--- config.mk ---
export PLATFORM = sky130hd
export DESIGN_NAME = char_lcd_host_port
export DESIGN_NICKNAME = d
export VERILOG_FILES = /design/src/design/char_lcd_pkg.sv /design/src/design/char_lcd_host_port.sv /design/src/design/char_lcd_fifo.sv
export SDC_FILE = /design/constraint.sdc
export NUM_CORES = 2
export LEC_CHECK = 0
export BUFFER_PORTS_ARGS = -buffer_cell sky130_fd_sc_hd__buf_2
export CAP_MARGIN = 10
export CORE_ASPECT_RATIO = 1.5
export CORE_MARGIN = 2
export CORE_UTILIZATION = 35
export CTS_CLUSTER_SIZE = 30
export DETAILED_ROUTE_END_ITERATION = 10
export GPL_ROUTABILITY_DRIVEN = 0
export PLACE_DENSITY_LB_ADDON = 0.15
export SETUP_SLACK_MARGIN = 0.05
export SLEW_MARGIN = 20
export SYNTH_ARGS = -nofsm -noshare
export SYNTH_HDL_FRONTEND = slang
export SYNTH_SLANG_ARGS = --single-unit
--- constraint.sdc ---
create_clock -name mclk -period 3.5 [get_ports mclk]
set_clock_uncertainty 0.2 [all_clocks]
set_input_delay 0.7 -clock mclk [delete_from_list [all_inputs] [get_ports mclk]]
set_output_delay 0.7 -clock mclk [all_outputs]
set_load 0.05 [all_outputs]
--- src/design/char_lcd_pkg.sv ---
// Constants, register map and carrier types of the character display host port.
// Assumes a 40 MHz mclk and a 32-bit Avalon-MM slave with byte addresses.
package char_lcd_pkg;

	// ==========================================================
	// Clock and sizes
	localparam int CLK_MHZ = 40;
	localparam int FIFO_DEPTH = 8;
	localparam int FIFO_WIDTH = 9;
	localparam int GLYPH_CHARS = 8;
	localparam int GLYPH_ROWS = 8;
	localparam int GLYPH_WORDS = GLYPH_CHARS * GLYPH_ROWS;
	localparam int DISP_CELLS = 80;

	// ==========================================================
	// Display memory map
	localparam logic [6:0] ROW1_FIRST = 7'h00;
	localparam logic [6:0] ROW1_LAST = 7'h27;
	localparam logic [6:0] ROW2_FIRST = 7'h40;
	localparam logic [6:0] ROW2_LAST = 7'h67;
	localparam logic [6:0] ROW2_INDEX_BASE = 7'h28;

	// ==========================================================
	// Command byte decode
	localparam int CMD_DISP_ADDR_BIT = 7;
	localparam int CMD_GLYPH_ADDR_BIT = 6;

	// ==========================================================
	// Register map (byte offsets)
	localparam logic [3:0] OFS_CONTROL = 4'h0;
	localparam logic [3:0] OFS_STATUS = 4'h4;
	localparam logic [3:0] OFS_COMMAND = 4'h8;
	localparam logic [3:0] OFS_PEEK = 4'hC;

	// Control fields
	localparam int CTL_EIGHT_BIT = 0;
	localparam int CTL_PHASE_CLEAR = 1;
	localparam logic CTL_EIGHT_BIT_RESET = 1'b1;

	// Status fields
	localparam int STA_BUSY = 7;
	localparam int STA_CMD_PENDING = 8;
	localparam int STA_FIFO_FULL = 9;
	localparam int STA_OVERRUN = 10;
	localparam int STA_GLYPH_SEL = 11;
	localparam int STA_LEVEL_LSB = 12;

	// Command fields
	localparam int CMD_CLEAR_BIT = 8;

	// ==========================================================
	// Carriers
	typedef struct packed {
		logic strobe;
		logic register_select;
		logic read_not_write;
		logic [7:0] data;
	} host_pins_t;

	typedef struct packed {
		logic [3:0] address;
		logic read;
		logic write;
		logic [31:0] writedata;
	} avalon_req_t;

endpackage : char_lcd_pkg

--- src/design/char_lcd_host_port.sv ---
// Host bus port of a 16x2 character display controller: strobed parallel pins,
// display and glyph memories, a command register and an Avalon-MM register slave.
// Assumes pins synchronous to mclk and a strobe held for several mclk cycles.
//
// Behaviour
// - A write with register_select low takes the host byte as a command.
// - A read with register_select low returns the busy flag and the address counter.
// - With register_select high the access reaches the data register, for reads and writes.
// - read_not_write low means the host writes, high means the host reads.
// - Every transfer is started by the strobe; select and direction act only with it.
// - On a status read the top data line carries the busy indication.
// - In four-bit mode only the upper four data lines count and the lower four are ignored.
// - In four-bit mode a byte moves as upper nibble then lower nibble, complete after both.
// - In eight-bit mode a whole byte moves in one strobed transfer on all eight lines.
// - A host-writable glyph memory holds eight user patterns loaded by data writes.
//
// Design decisions made here: register access over Avalon-MM and the register offsets.
`timescale 1ns/10ps
module char_lcd_host_port
	import char_lcd_pkg::*;
#(
	parameter int DEPTH = FIFO_DEPTH
) (
	input wire logic mclk,
	input wire logic rst_n,
	input wire host_pins_t pins,
	output logic [7:0] data_out,
	output logic data_oe,
	input wire avalon_req_t avs_req,
	output logic [31:0] avs_readdata,
	output logic avs_waitrequest
);
	localparam int LW = $clog2(DEPTH) + 1;

	typedef struct packed {
		logic [DISP_CELLS-1:0][7:0] disp_mem;
		logic [GLYPH_WORDS-1:0][4:0] glyph_mem;
		logic [6:0] disp_addr;
		logic [5:0] glyph_addr;
		logic glyph_sel;
		logic eight_bit;
		logic phase;
		logic [3:0] high_nibble;
		logic strobe_q;
		logic push;
		logic [FIFO_WIDTH-1:0] push_data;
		logic [7:0] command;
		logic cmd_pending;
		logic overrun;
		logic [6:0] peek_addr;
		logic [7:0] data_out;
		logic data_oe;
		logic [31:0] readdata;
		logic waitrequest;
	} port_state_t;

	port_state_t s_q;
	port_state_t s_d;

	logic fifo_in_ready;
	logic fifo_out_valid;
	logic fifo_out_ready;
	logic [FIFO_WIDTH-1:0] fifo_out_data;
	logic [LW-1:0] fifo_level;
	logic busy;
	logic drain_stall;
	logic [7:0] status_byte;
	logic [7:0] read_byte;
	logic strobe_rise;
	logic strobe_fall;
	logic [7:0] host_byte;

	// ==========================================================
	// Helpers
	function automatic logic disp_valid(input logic [6:0] a);
		disp_valid = (a <= ROW1_LAST) || ((a >= ROW2_FIRST) && (a <= ROW2_LAST));
	endfunction : disp_valid

	// Two rows of 40 cells packed into one 80-entry store
	function automatic logic [6:0] disp_index(input logic [6:0] a);
		disp_index = (a >= ROW2_FIRST) ? (a - ROW2_FIRST + ROW2_INDEX_BASE) : a;
	endfunction : disp_index

	function automatic logic [6:0] disp_next(input logic [6:0] a);
		if (a == ROW1_LAST) begin
			disp_next = ROW2_FIRST;
		end else if (a == ROW2_LAST) begin
			disp_next = ROW1_FIRST;
		end else begin
			disp_next = a + 7'h01;
		end
	endfunction : disp_next

	// ==========================================================
	// Host data queue
	// Commands and data share one queue so address changes keep their order
	char_lcd_fifo #(
		.WIDTH(FIFO_WIDTH),
		.DEPTH(DEPTH)
	) u_fifo (
		.mclk(mclk),
		.rst_n(rst_n),
		.in_valid(s_q.push),
		.in_ready(fifo_in_ready),
		.in_data(s_q.push_data),
		.out_valid(fifo_out_valid),
		.out_ready(fifo_out_ready),
		.out_data(fifo_out_data),
		.level(fifo_level)
	);

	// A plain command waits while software has not taken the previous one
	assign drain_stall = fifo_out_data[8] && !fifo_out_data[CMD_DISP_ADDR_BIT]
		&& !fifo_out_data[CMD_GLYPH_ADDR_BIT] && s_q.cmd_pending;
	assign fifo_out_ready = !drain_stall;
	assign busy = fifo_out_valid || s_q.push;
	assign status_byte = {busy, (s_q.glyph_sel ? {1'b0, s_q.glyph_addr} : s_q.disp_addr)};

	always_comb begin
		read_byte = 8'h00;
		if (!pins.register_select) begin
			read_byte = status_byte;
		end else if (s_q.glyph_sel) begin
			read_byte = {3'h0, s_q.glyph_mem[s_q.glyph_addr]};
		end else if (disp_valid(s_q.disp_addr)) begin
			read_byte = s_q.disp_mem[disp_index(s_q.disp_addr)];
		end
	end

	assign strobe_rise = pins.strobe && !s_q.strobe_q;
	assign strobe_fall = !pins.strobe && s_q.strobe_q;
	// Lower lines are not looked at in four-bit mode
	assign host_byte = s_q.eight_bit ? pins.data : {s_q.high_nibble, pins.data[7:4]};

	// ==========================================================
	// Next state
	always_comb begin
		s_d = s_q;
		s_d.strobe_q = pins.strobe;
		s_d.push = 1'b0;

		// ==========================================================
		// Pin side
		if (strobe_rise && pins.read_not_write) begin
			s_d.data_oe = 1'b1;
			if (s_q.eight_bit) begin
				s_d.data_out = read_byte;
			end else if (!s_q.phase) begin
				s_d.data_out = {read_byte[7:4], 4'h0};
			end else begin
				s_d.data_out = {read_byte[3:0], 4'h0};
			end
		end
		if (strobe_fall) begin
			s_d.data_oe = 1'b0;
			if (!s_q.eight_bit && !s_q.phase) begin
				s_d.phase = 1'b1;
				s_d.high_nibble = pins.data[7:4];
			end else begin
				s_d.phase = 1'b0;
				if (!pins.read_not_write) begin
					// One byte done: command when select is low, data otherwise
					s_d.push = 1'b1;
					s_d.push_data = {!pins.register_select, host_byte};
				end else if (pins.register_select) begin
					if (s_q.glyph_sel) begin
						s_d.glyph_addr = s_q.glyph_addr + 6'h01;
					end else begin
						s_d.disp_addr = disp_next(s_q.disp_addr);
					end
				end
			end
		end
		// Host that ignores busy loses the byte; the overrun flag tells software
		if (s_q.push && !fifo_in_ready) begin
			s_d.overrun = 1'b1;
		end

		// ==========================================================
		// Queue drain
		if (fifo_out_valid && !drain_stall) begin
			if (fifo_out_data[8]) begin
				if (fifo_out_data[CMD_DISP_ADDR_BIT]) begin
					s_d.glyph_sel = 1'b0;
					s_d.disp_addr = fifo_out_data[6:0];
				end else if (fifo_out_data[CMD_GLYPH_ADDR_BIT]) begin
					s_d.glyph_sel = 1'b1;
					s_d.glyph_addr = fifo_out_data[5:0];
				end else begin
					s_d.command = fifo_out_data[7:0];
					s_d.cmd_pending = 1'b1;
				end
			end else if (s_q.glyph_sel) begin
				s_d.glyph_mem[s_q.glyph_addr] = fifo_out_data[4:0];
				s_d.glyph_addr = s_q.glyph_addr + 6'h01;
			end else begin
				if (disp_valid(s_q.disp_addr)) begin
					s_d.disp_mem[disp_index(s_q.disp_addr)] = fifo_out_data[7:0];
				end
				s_d.disp_addr = disp_next(s_q.disp_addr);
			end
		end

		// ==========================================================
		// Avalon slave: answer one cycle after the request, write on the ack edge
		s_d.waitrequest = 1'b1;
		if ((avs_req.read || avs_req.write) && s_q.waitrequest) begin
			s_d.waitrequest = 1'b0;
			s_d.readdata = 32'h0000_0000;
			if (avs_req.read) begin
				if (avs_req.address == OFS_CONTROL) begin
					s_d.readdata[CTL_EIGHT_BIT] = s_q.eight_bit;
				end else if (avs_req.address == OFS_STATUS) begin
					s_d.readdata[7:0] = status_byte;
					s_d.readdata[STA_CMD_PENDING] = s_q.cmd_pending;
					s_d.readdata[STA_FIFO_FULL] = !fifo_in_ready;
					s_d.readdata[STA_OVERRUN] = s_q.overrun;
					s_d.readdata[STA_GLYPH_SEL] = s_q.glyph_sel;
					s_d.readdata[STA_LEVEL_LSB +: LW] = fifo_level;
				end else if (avs_req.address == OFS_COMMAND) begin
					s_d.readdata[7:0] = s_q.command;
					s_d.readdata[CMD_CLEAR_BIT] = s_q.cmd_pending;
				end else if (avs_req.address == OFS_PEEK) begin
					s_d.readdata[14:8] = s_q.peek_addr;
					if (disp_valid(s_q.peek_addr)) begin
						s_d.readdata[7:0] = s_q.disp_mem[disp_index(s_q.peek_addr)];
					end
				end
			end
		end
		if (avs_req.write && !s_q.waitrequest) begin
			if (avs_req.address == OFS_CONTROL) begin
				s_d.eight_bit = avs_req.writedata[CTL_EIGHT_BIT];
				if (avs_req.writedata[CTL_PHASE_CLEAR]) begin
					s_d.phase = 1'b0;
				end
			end else if (avs_req.address == OFS_STATUS) begin
				if (avs_req.writedata[STA_OVERRUN] && !(s_q.push && !fifo_in_ready)) begin
					s_d.overrun = 1'b0;
				end
			end else if (avs_req.address == OFS_COMMAND) begin
				// A command arriving in the same cycle keeps the flag set
				if (avs_req.writedata[CMD_CLEAR_BIT] && !s_d.cmd_pending) begin
					s_d.cmd_pending = 1'b0;
				end else if (avs_req.writedata[CMD_CLEAR_BIT] && s_q.cmd_pending
					&& !(fifo_out_valid && !drain_stall && fifo_out_data[8])) begin
					s_d.cmd_pending = 1'b0;
				end
			end else if (avs_req.address == OFS_PEEK) begin
				s_d.peek_addr = avs_req.writedata[6:0];
			end
		end
	end

	// ==========================================================
	// State register
	always_ff @(posedge mclk or negedge rst_n) begin
		if (!rst_n) begin
			s_q <= '0;
			s_q.eight_bit <= CTL_EIGHT_BIT_RESET;
			s_q.waitrequest <= 1'b1;
		end else begin
			s_q <= s_d;
		end
	end

	assign data_out = s_q.data_out;
	assign data_oe = s_q.data_oe;
	assign avs_readdata = s_q.readdata;
	assign avs_waitrequest = s_q.waitrequest;

endmodule : char_lcd_host_port

--- src/design/char_lcd_fifo.sv ---
// Small synchronous FIFO held in flip-flops, valid and ready on both sides.
// Assumes one clock and an asynchronous active-low reset.
`timescale 1ns/10ps
module char_lcd_fifo #(
	parameter int WIDTH = 9,
	parameter int DEPTH = 8
) (
	input wire logic mclk,
	input wire logic rst_n,
	input wire logic in_valid,
	output logic in_ready,
	input wire logic [WIDTH-1:0] in_data,
	output logic out_valid,
	input wire logic out_ready,
	output logic [WIDTH-1:0] out_data,
	output logic [$clog2(DEPTH):0] level
);
	localparam int AW = $clog2(DEPTH);

	typedef struct packed {
		logic [DEPTH-1:0][WIDTH-1:0] mem;
		logic [AW-1:0] wr_ptr;
		logic [AW-1:0] rd_ptr;
		logic [AW:0] count;
	} fifo_state_t;

	fifo_state_t s_q;
	fifo_state_t s_d;
	logic push;
	logic pop;

	// ==========================================================
	// Flags
	assign in_ready = (s_q.count != (AW+1)'(DEPTH));
	assign out_valid = (s_q.count != '0);
	assign out_data = s_q.mem[s_q.rd_ptr];
	assign level = s_q.count;
	assign push = in_valid && in_ready;
	assign pop = out_valid && out_ready;

	// ==========================================================
	// Next state
	always_comb begin
		s_d = s_q;
		if (push) begin
			s_d.mem[s_q.wr_ptr] = in_data;
			s_d.wr_ptr = (s_q.wr_ptr == AW'(DEPTH - 1)) ? '0 : s_q.wr_ptr + AW'(1);
		end
		if (pop) begin
			s_d.rd_ptr = (s_q.rd_ptr == AW'(DEPTH - 1)) ? '0 : s_q.rd_ptr + AW'(1);
		end
		if (push && !pop) begin
			s_d.count = s_q.count + (AW+1)'(1);
		end else if (pop && !push) begin
			s_d.count = s_q.count - (AW+1)'(1);
		end
	end

	always_ff @(posedge mclk or negedge rst_n) begin
		if (!rst_n) begin
			s_q <= '0;
		end else begin
			s_q <= s_d;
		end
	end

endmodule : char_lcd_fifo

== Word-level counts from Yosys, hierarchy flattened ==
Index checks and enable logic that the tools add are counted.
Cells by class
  $lt $le $gt $ge: 14
  reduce and logical (&&, ||, !) cells: 56
  add/sub/neg operators: 10
  bitwise logic cells: 9
  multiplexer cells: 84
  eq/ne operators: 8
Operator list (number)
  $bwmux 640: 1
  $bwmux 320: 1
  $bmux 8 s7: 2
  $mux 7: 12
  $mux 8: 10
  $bwmux 72: 1
  $mux 13: 5
  $demux 8 s7: 1
  $mux 15: 3
  $mux 9: 5
  $bmux 5 s6: 1
  $demux 5 s6: 1
  $mux 10: 3
  $bmux 9 s3: 1
  $demux 9 s3: 1
  $logic_and 1x1->1: 24
  $mux 6: 4
  $mux 1: 22
  $lt 7x8->1 const B: 2
  $mux 16: 1
  $logic_not 1->1: 15
  $mux 5: 3
  $add 7x6->7 const B: 2
  $ge 7x7->1 const B: 2
  31 further kinds: 58
Word-level totals
  input port bits: 51
  register bits after elaboration: 1114
  logic and storage cells: 353

== Depth between registers and ports, before layout ==
  depth in word-level cells: 17
  mapped depth: 14

== Hierarchy ==
A second synthesis with hierarchy kept.
Unflattened totals
  cells, all modules: 4383
  area, all modules: 57268.7 sq um
Modules (own cells, without submodules)
  char_lcd_host_port: cells an instance 4136, times used 1, seq. area each 25827.3 sq um, area an instance 53311.1 sq um
  char_lcd_fifo: cells an instance 247, times used 1, seq. area each 2052.0 sq um, area an instance 3957.5 sq um

== Worst setup path before layout ==
No wires, ideal clock.
  path kind: register -> register
  start point: register u_fifo.s_q[4] in the netlist's numbering
  end point: register u_fifo.s_q, in the netlist u_fifo.level[3]
  setup slack: 0.038 ns
  cell stages (with the launch flop): 15
  data arrival time: 3.137 ns
  required time: 3.175 ns
  setup time: 0.125 ns
  buffers on the path: 1
  cells stage by stage: dfrtp_1 -> buf_6 -> mux4_2 -> mux2i_4 -> and2b_4 -> a31oi_4 -> clkinv_1 -> ha_1 -> inv_1 -> ha_1 -> a21o_1 -> a21oi_1 -> xnor2_1 -> nor2_1 -> xor2_1
Between the ends
  longest elaborated chain between the ends: 11
  elaborated cells on any way between the ends: 14
  classes of those cells: 3 x mux; 11 x reduce/logical
RTL lines
  start: declaration: line char_lcd_fifo.sv:27  | fifo_state_t s_q;
  start signal: assignment: line char_lcd_fifo.sv:61  | s_q <= '0;
  start signal: assignment: line char_lcd_fifo.sv:63  | s_q <= s_d;
  $bmux 9 s3 (*): line char_lcd_fifo.sv:36  | assign out_data = s_q.mem[s_q.rd_ptr];
  $mux 9 (not written as such) (*): line char_lcd_fifo.sv:36
  $logic_not 1->1: line char_lcd_host_port.sv:113  | assign drain_stall = fifo_out_data[8] && !fifo_out_data[CMD_DISP_ADDR_BIT]
  $logic_and 1x1->1: line char_lcd_host_port.sv:113
  $logic_and 1x1->1 (*) (2 in series): line char_lcd_host_port.sv:114  | && !fifo_out_data[CMD_GLYPH_ADDR_BIT] && s_q.cmd_pending;
  $logic_not 1->1 (*): line char_lcd_host_port.sv:115  | assign fifo_out_ready = !drain_stall;
  $logic_and 1x1->1 (*): line char_lcd_fifo.sv:39  | assign pop = out_valid && out_ready;
  $logic_not 1->1: line char_lcd_fifo.sv:52  | if (push && !pop) begin
  $logic_and 1x1->1: line char_lcd_fifo.sv:52
  $mux 4 or $reduce_bool 2->1 (tied branches)
Mark *: on every way between the ends. The rest lies on a longest branch, timed or not. The select of a mux whose other input is x is not followed.
A chain may end at the register's enable or synchronous reset.

== Final worst setup path ==
  start point: register s_q[83] in the netlist's numbering
  end point: register s_q, in the netlist data_out[3]
Between the ends
  longest elaborated chain between the ends: 9
  elaborated cells on any way between the ends: 14
  classes of those cells: 2 x add/sub; 3 x order compare; 7 x mux; 2 x reduce/logical
RTL lines
  start: declaration: line char_lcd_host_port.sv:57  | port_state_t s_q;
  $sub 7x7->7: line char_lcd_host_port.sv:81  | disp_index = (a >= ROW2_FIRST) ? (a - ROW2_FIRST + ROW2_INDEX_BASE) : a;
  $add 7x6->7: line char_lcd_host_port.sv:81
  $mux 7: line char_lcd_host_port.sv:81
  $bmux 8 s7: line char_lcd_host_port.sv:126  | read_byte = s_q.disp_mem[disp_index(s_q.disp_addr)];
  $mux 8 (not written as such): line char_lcd_host_port.sv:126
  $mux 8 (*): line char_lcd_host_port.sv:125  | end else if (disp_valid(s_q.disp_addr)) begin
  $mux 8 (*): line char_lcd_host_port.sv:123  | end else if (s_q.glyph_sel) begin
  $mux 8 (*): line char_lcd_host_port.sv:121  | if (!pins.register_select) begin
  $mux 8 (*): line char_lcd_host_port.sv:146  | if (s_q.eight_bit) begin
Marks and branches as above.

==> impl_metrics.tcl <==
set metrics [dict create \
    clkLatencyLatePin_ns 0.79 \
    synthCells 5407 \
    synth_xor_area_share_pct 0.300 \
    grt_max_degree 84 \
    status "completed" \
    dp_hpwl_um 156000 \
    max-slew-margin-rel_pct 34.0 \
    htree_levels 3 \
    synthMuxAreaShare_pct 12.8 \
    grt.overflow.total 0 \
    vias_per_cell 5.79 \
    ios 93 \
    synth_area_um2 55400 \
    cpMostUsedCell "buf_4" \
    hold_path.class "primary input to flip-flop" \
    utilization_pct 42.2 \
    layout_commonest_cell "dfrtp_1" \
    final.fill_count 15300 \
    drc_errors 0 \
    power_per_cell_area_nw_per_um2 932 \
    ys_ff_latch 1114 \
    dr.pass1.iters 6 \
    async_flop_share_pct 100 \
    drtIter0Drc 4248 \
    crit_required_ns 4.01 \
    die_area_um2 162000 \
    area_delta_synth_final_pct 19.6 \
    root_buffer "clkbuf_16" \
    max_clock_freq_ghz 0.289 \
    ir_worst_vdd_mv 0.541 \
    numCtsBuffers 113 \
    cts.sinks 1114 \
    crit_path_start_kind "flip-flop" \
    critPathMaxFanout 13 \
    setup_violations 0 \
    cp-end-kind "flip-flop" \
    cpPeakStageDelay_ns 0.47 \
    maxSlewViolCount 0 \
    fin_tns_setup_ns 0 \
    grt_use_total_pct 27.0 \
    clk_pin_slew_worst_paths_ns 0.06 \
    final_antenna_net_count 0 \
    synth_adder_area_share_pct 0.375 \
    grt_pass1_vias 45100 \
    synth-compound-area-share_pct 18.9 \
    grt_antenna_before_repair 3 \
    grt_setup_unrepaired "true" \
    p_total_mw 61.8 \
    syn_avg_cell_area_um2 10.3 \
    die_y_um 491 \
    rows 178 \
    clk_path_buf_depth 3 \
    critical_path_class "flip-flop to flip-flop" \
    wl_per_cell_um 28.0 \
    r2r_slack_ns 0.04 \
    synth_top_family_by_area "compound AO/OA/AOI/OAI gates" \
    p_leak_nw 28.7 \
    cp_num_buf_inv 4 \
    drv_cap 0 \
    cts_tree "yes" \
    tightest_slew_ns 0.991 \
    wl_um 220000 \
    synth_ff_type "dfrtp_1" \
    yosysUniqueCellTypes 108 \
    grt_pass1_wl_um 322000 \
    synth-edff-count 0 \
    crit_chain "buf_4 > or3b_4 > buf_6 > o22ai_1 > o41ai_2 > buf_4 > o211ai_1 > o32ai_2 > buf_4 > nand3_1 > nand2_1" \
    pre_cts_slack_ns -0.262 \
    initial_core_util_pct 35.3 \
    final_nets 5763 \
    fin_crit_sh_pct 98.8 \
    final_cell_mix "1,102 x dfrtp_1, 614 x nor2_1, 599 x nand2_1" \
    portBuffers 53 \
    synthSimpleGateAreaFrac_pct 13.0 \
    core-area_um2 157000 \
    num_vias 45600 \
    dieWidth_um 329 \
    hold_viol_final 0 \
    cpMaxStageDelayCell "dfrtp_4" \
    yosysWarnings 0 \
    drive_above_1_share_pct 23.1 \
    critPathArrivalTime_ns 3.97 \
    fin_crit_ns 3.46 \
    crit_family "compound AO/OA/AOI/OAI gates" \
    synth-seq-area-share_pct 50.3 \
    fin_ws_ns 0.0431 \
]
## final timing paths
kind / cells after the start / endpoint / from
max: 11 / data_out[3] / s_q[83]
min: 3 / s_q[59] / pins[0]
max reg2reg: 11 / data_out[3] / s_q[83]
min reg2reg: 2 / s_q[155] / s_q[155]
max in group asynchronous: 4 / s_q[614] / rst_n
min in group asynchronous: 2 / s_q[790] / rst_n
## Yosys cell counts, types with 16 or more instances
cell,instances,area (um2)
nand2_2,28,175
nand2_1,599,2250
dfrtp_1,1112,27800
nor2_8,16,320
mux4_2,168,3780
nor2_1,616,2310
mux2i_1,144,1440
nand3_1,53,265
a22oi_1,78,586
buf_4,93,698
mux2_2,157,1770
inv_1,16,60.1
nor2_2,17,106
buf_6,16,180
nor4_1,19,119
a31oi_1,23,144
nand4_1,17,106
a211oi_1,17,128
nor3_1,16,80.1
a221oi_1,84,736
o22ai_1,225,1410
o22a_1,17,149
nand2b_1,16,100
o221ai_1,47,412
buf_2,104,521
nor2b_1,20,125
clkbuf_1,232,871
o21ai_0,527,2640
nor2_4,40,450
o41ai_1,21,184
buf_1,17,63.8
a21oi_1,586,2930
## stage by stage
step                instances  instance area [um2]  hold slack, ns
finish                   7865                66300          0.0479
global route             7864                66300          0.0616
CTS                      7843                65800          0.0137
detailed placement       7612                61500           0.255
global placement         7612                61500           0.257
floorplan                5422                55500           0.204
## worst min-delay path: stages
cell	delay [ns]
buf_2	0.08
mux2i_1	0.06
a21oi_1	0.14
## registers in the layout (all words and copies together) (netlist names)
register	count
s_q	1006
avs_waitrequest	1
data_oe	1
u_fifo.s_q	78
data_out	8
avs_readdata	16
u_fifo.level	4
## power by group
part | internal [mW] | total (mW) | switching (mW)
logic | 11.0 | 29.5 | 18.4
clock network | 7.70 | 13.4 | 5.66
registers | 16.0 | 19.0 | 3.00
total | 34.7 | 61.8 | 27.1
## what timing repair did
action | CTS | global route
cloned | 0 | 3
resized for setup | 17 | 49
setup endpoints to repair | 8 | 225
pin swaps | 0 | 12
hold buffers | 17 | 0
buffers inserted | 2 | 17
hold endpoints to repair | 54 | 0
## cell families after synthesis
logic type	count (synthesis)
AOI/OAI and AO/OA	1757
xor gates and xnor gates	19
adders and majority gates	16
buffers and inverters	484
DFF	1114
muxes	473
other	1
and+or+nand+nor	1543
## final cells by class
cell class | instances | area, um2 | area share [%]
Clock inverter | 54 | 851 | 1.28
Antenna cell | 2 | 5.00 | 0.00755
Inverter | 21 | 80.1 | 0.121
Tap cell | 2070 | 2590 | 3.91
Timing Repair Buffer | 622 | 6030 | 9.09
Sequential cell | 1114 | 27900 | 42.1
Multi-Input combinational cell | 3824 | 25700 | 38.7
Clock buffer | 158 | 3210 | 4.84
## per-layer routing
layer / up-vias / share of wire, % / GRT usage, %
li1: 20300 / - / -
met1: 22900 / 39 / 33.5
met2: 1859 / 48 / 45.1
met3: 577 / 6.0 / 3.77
met4: 0 / 6.4 / 15.1
met5: - / 0 / 0
Power figures use the tool's default switching activity.
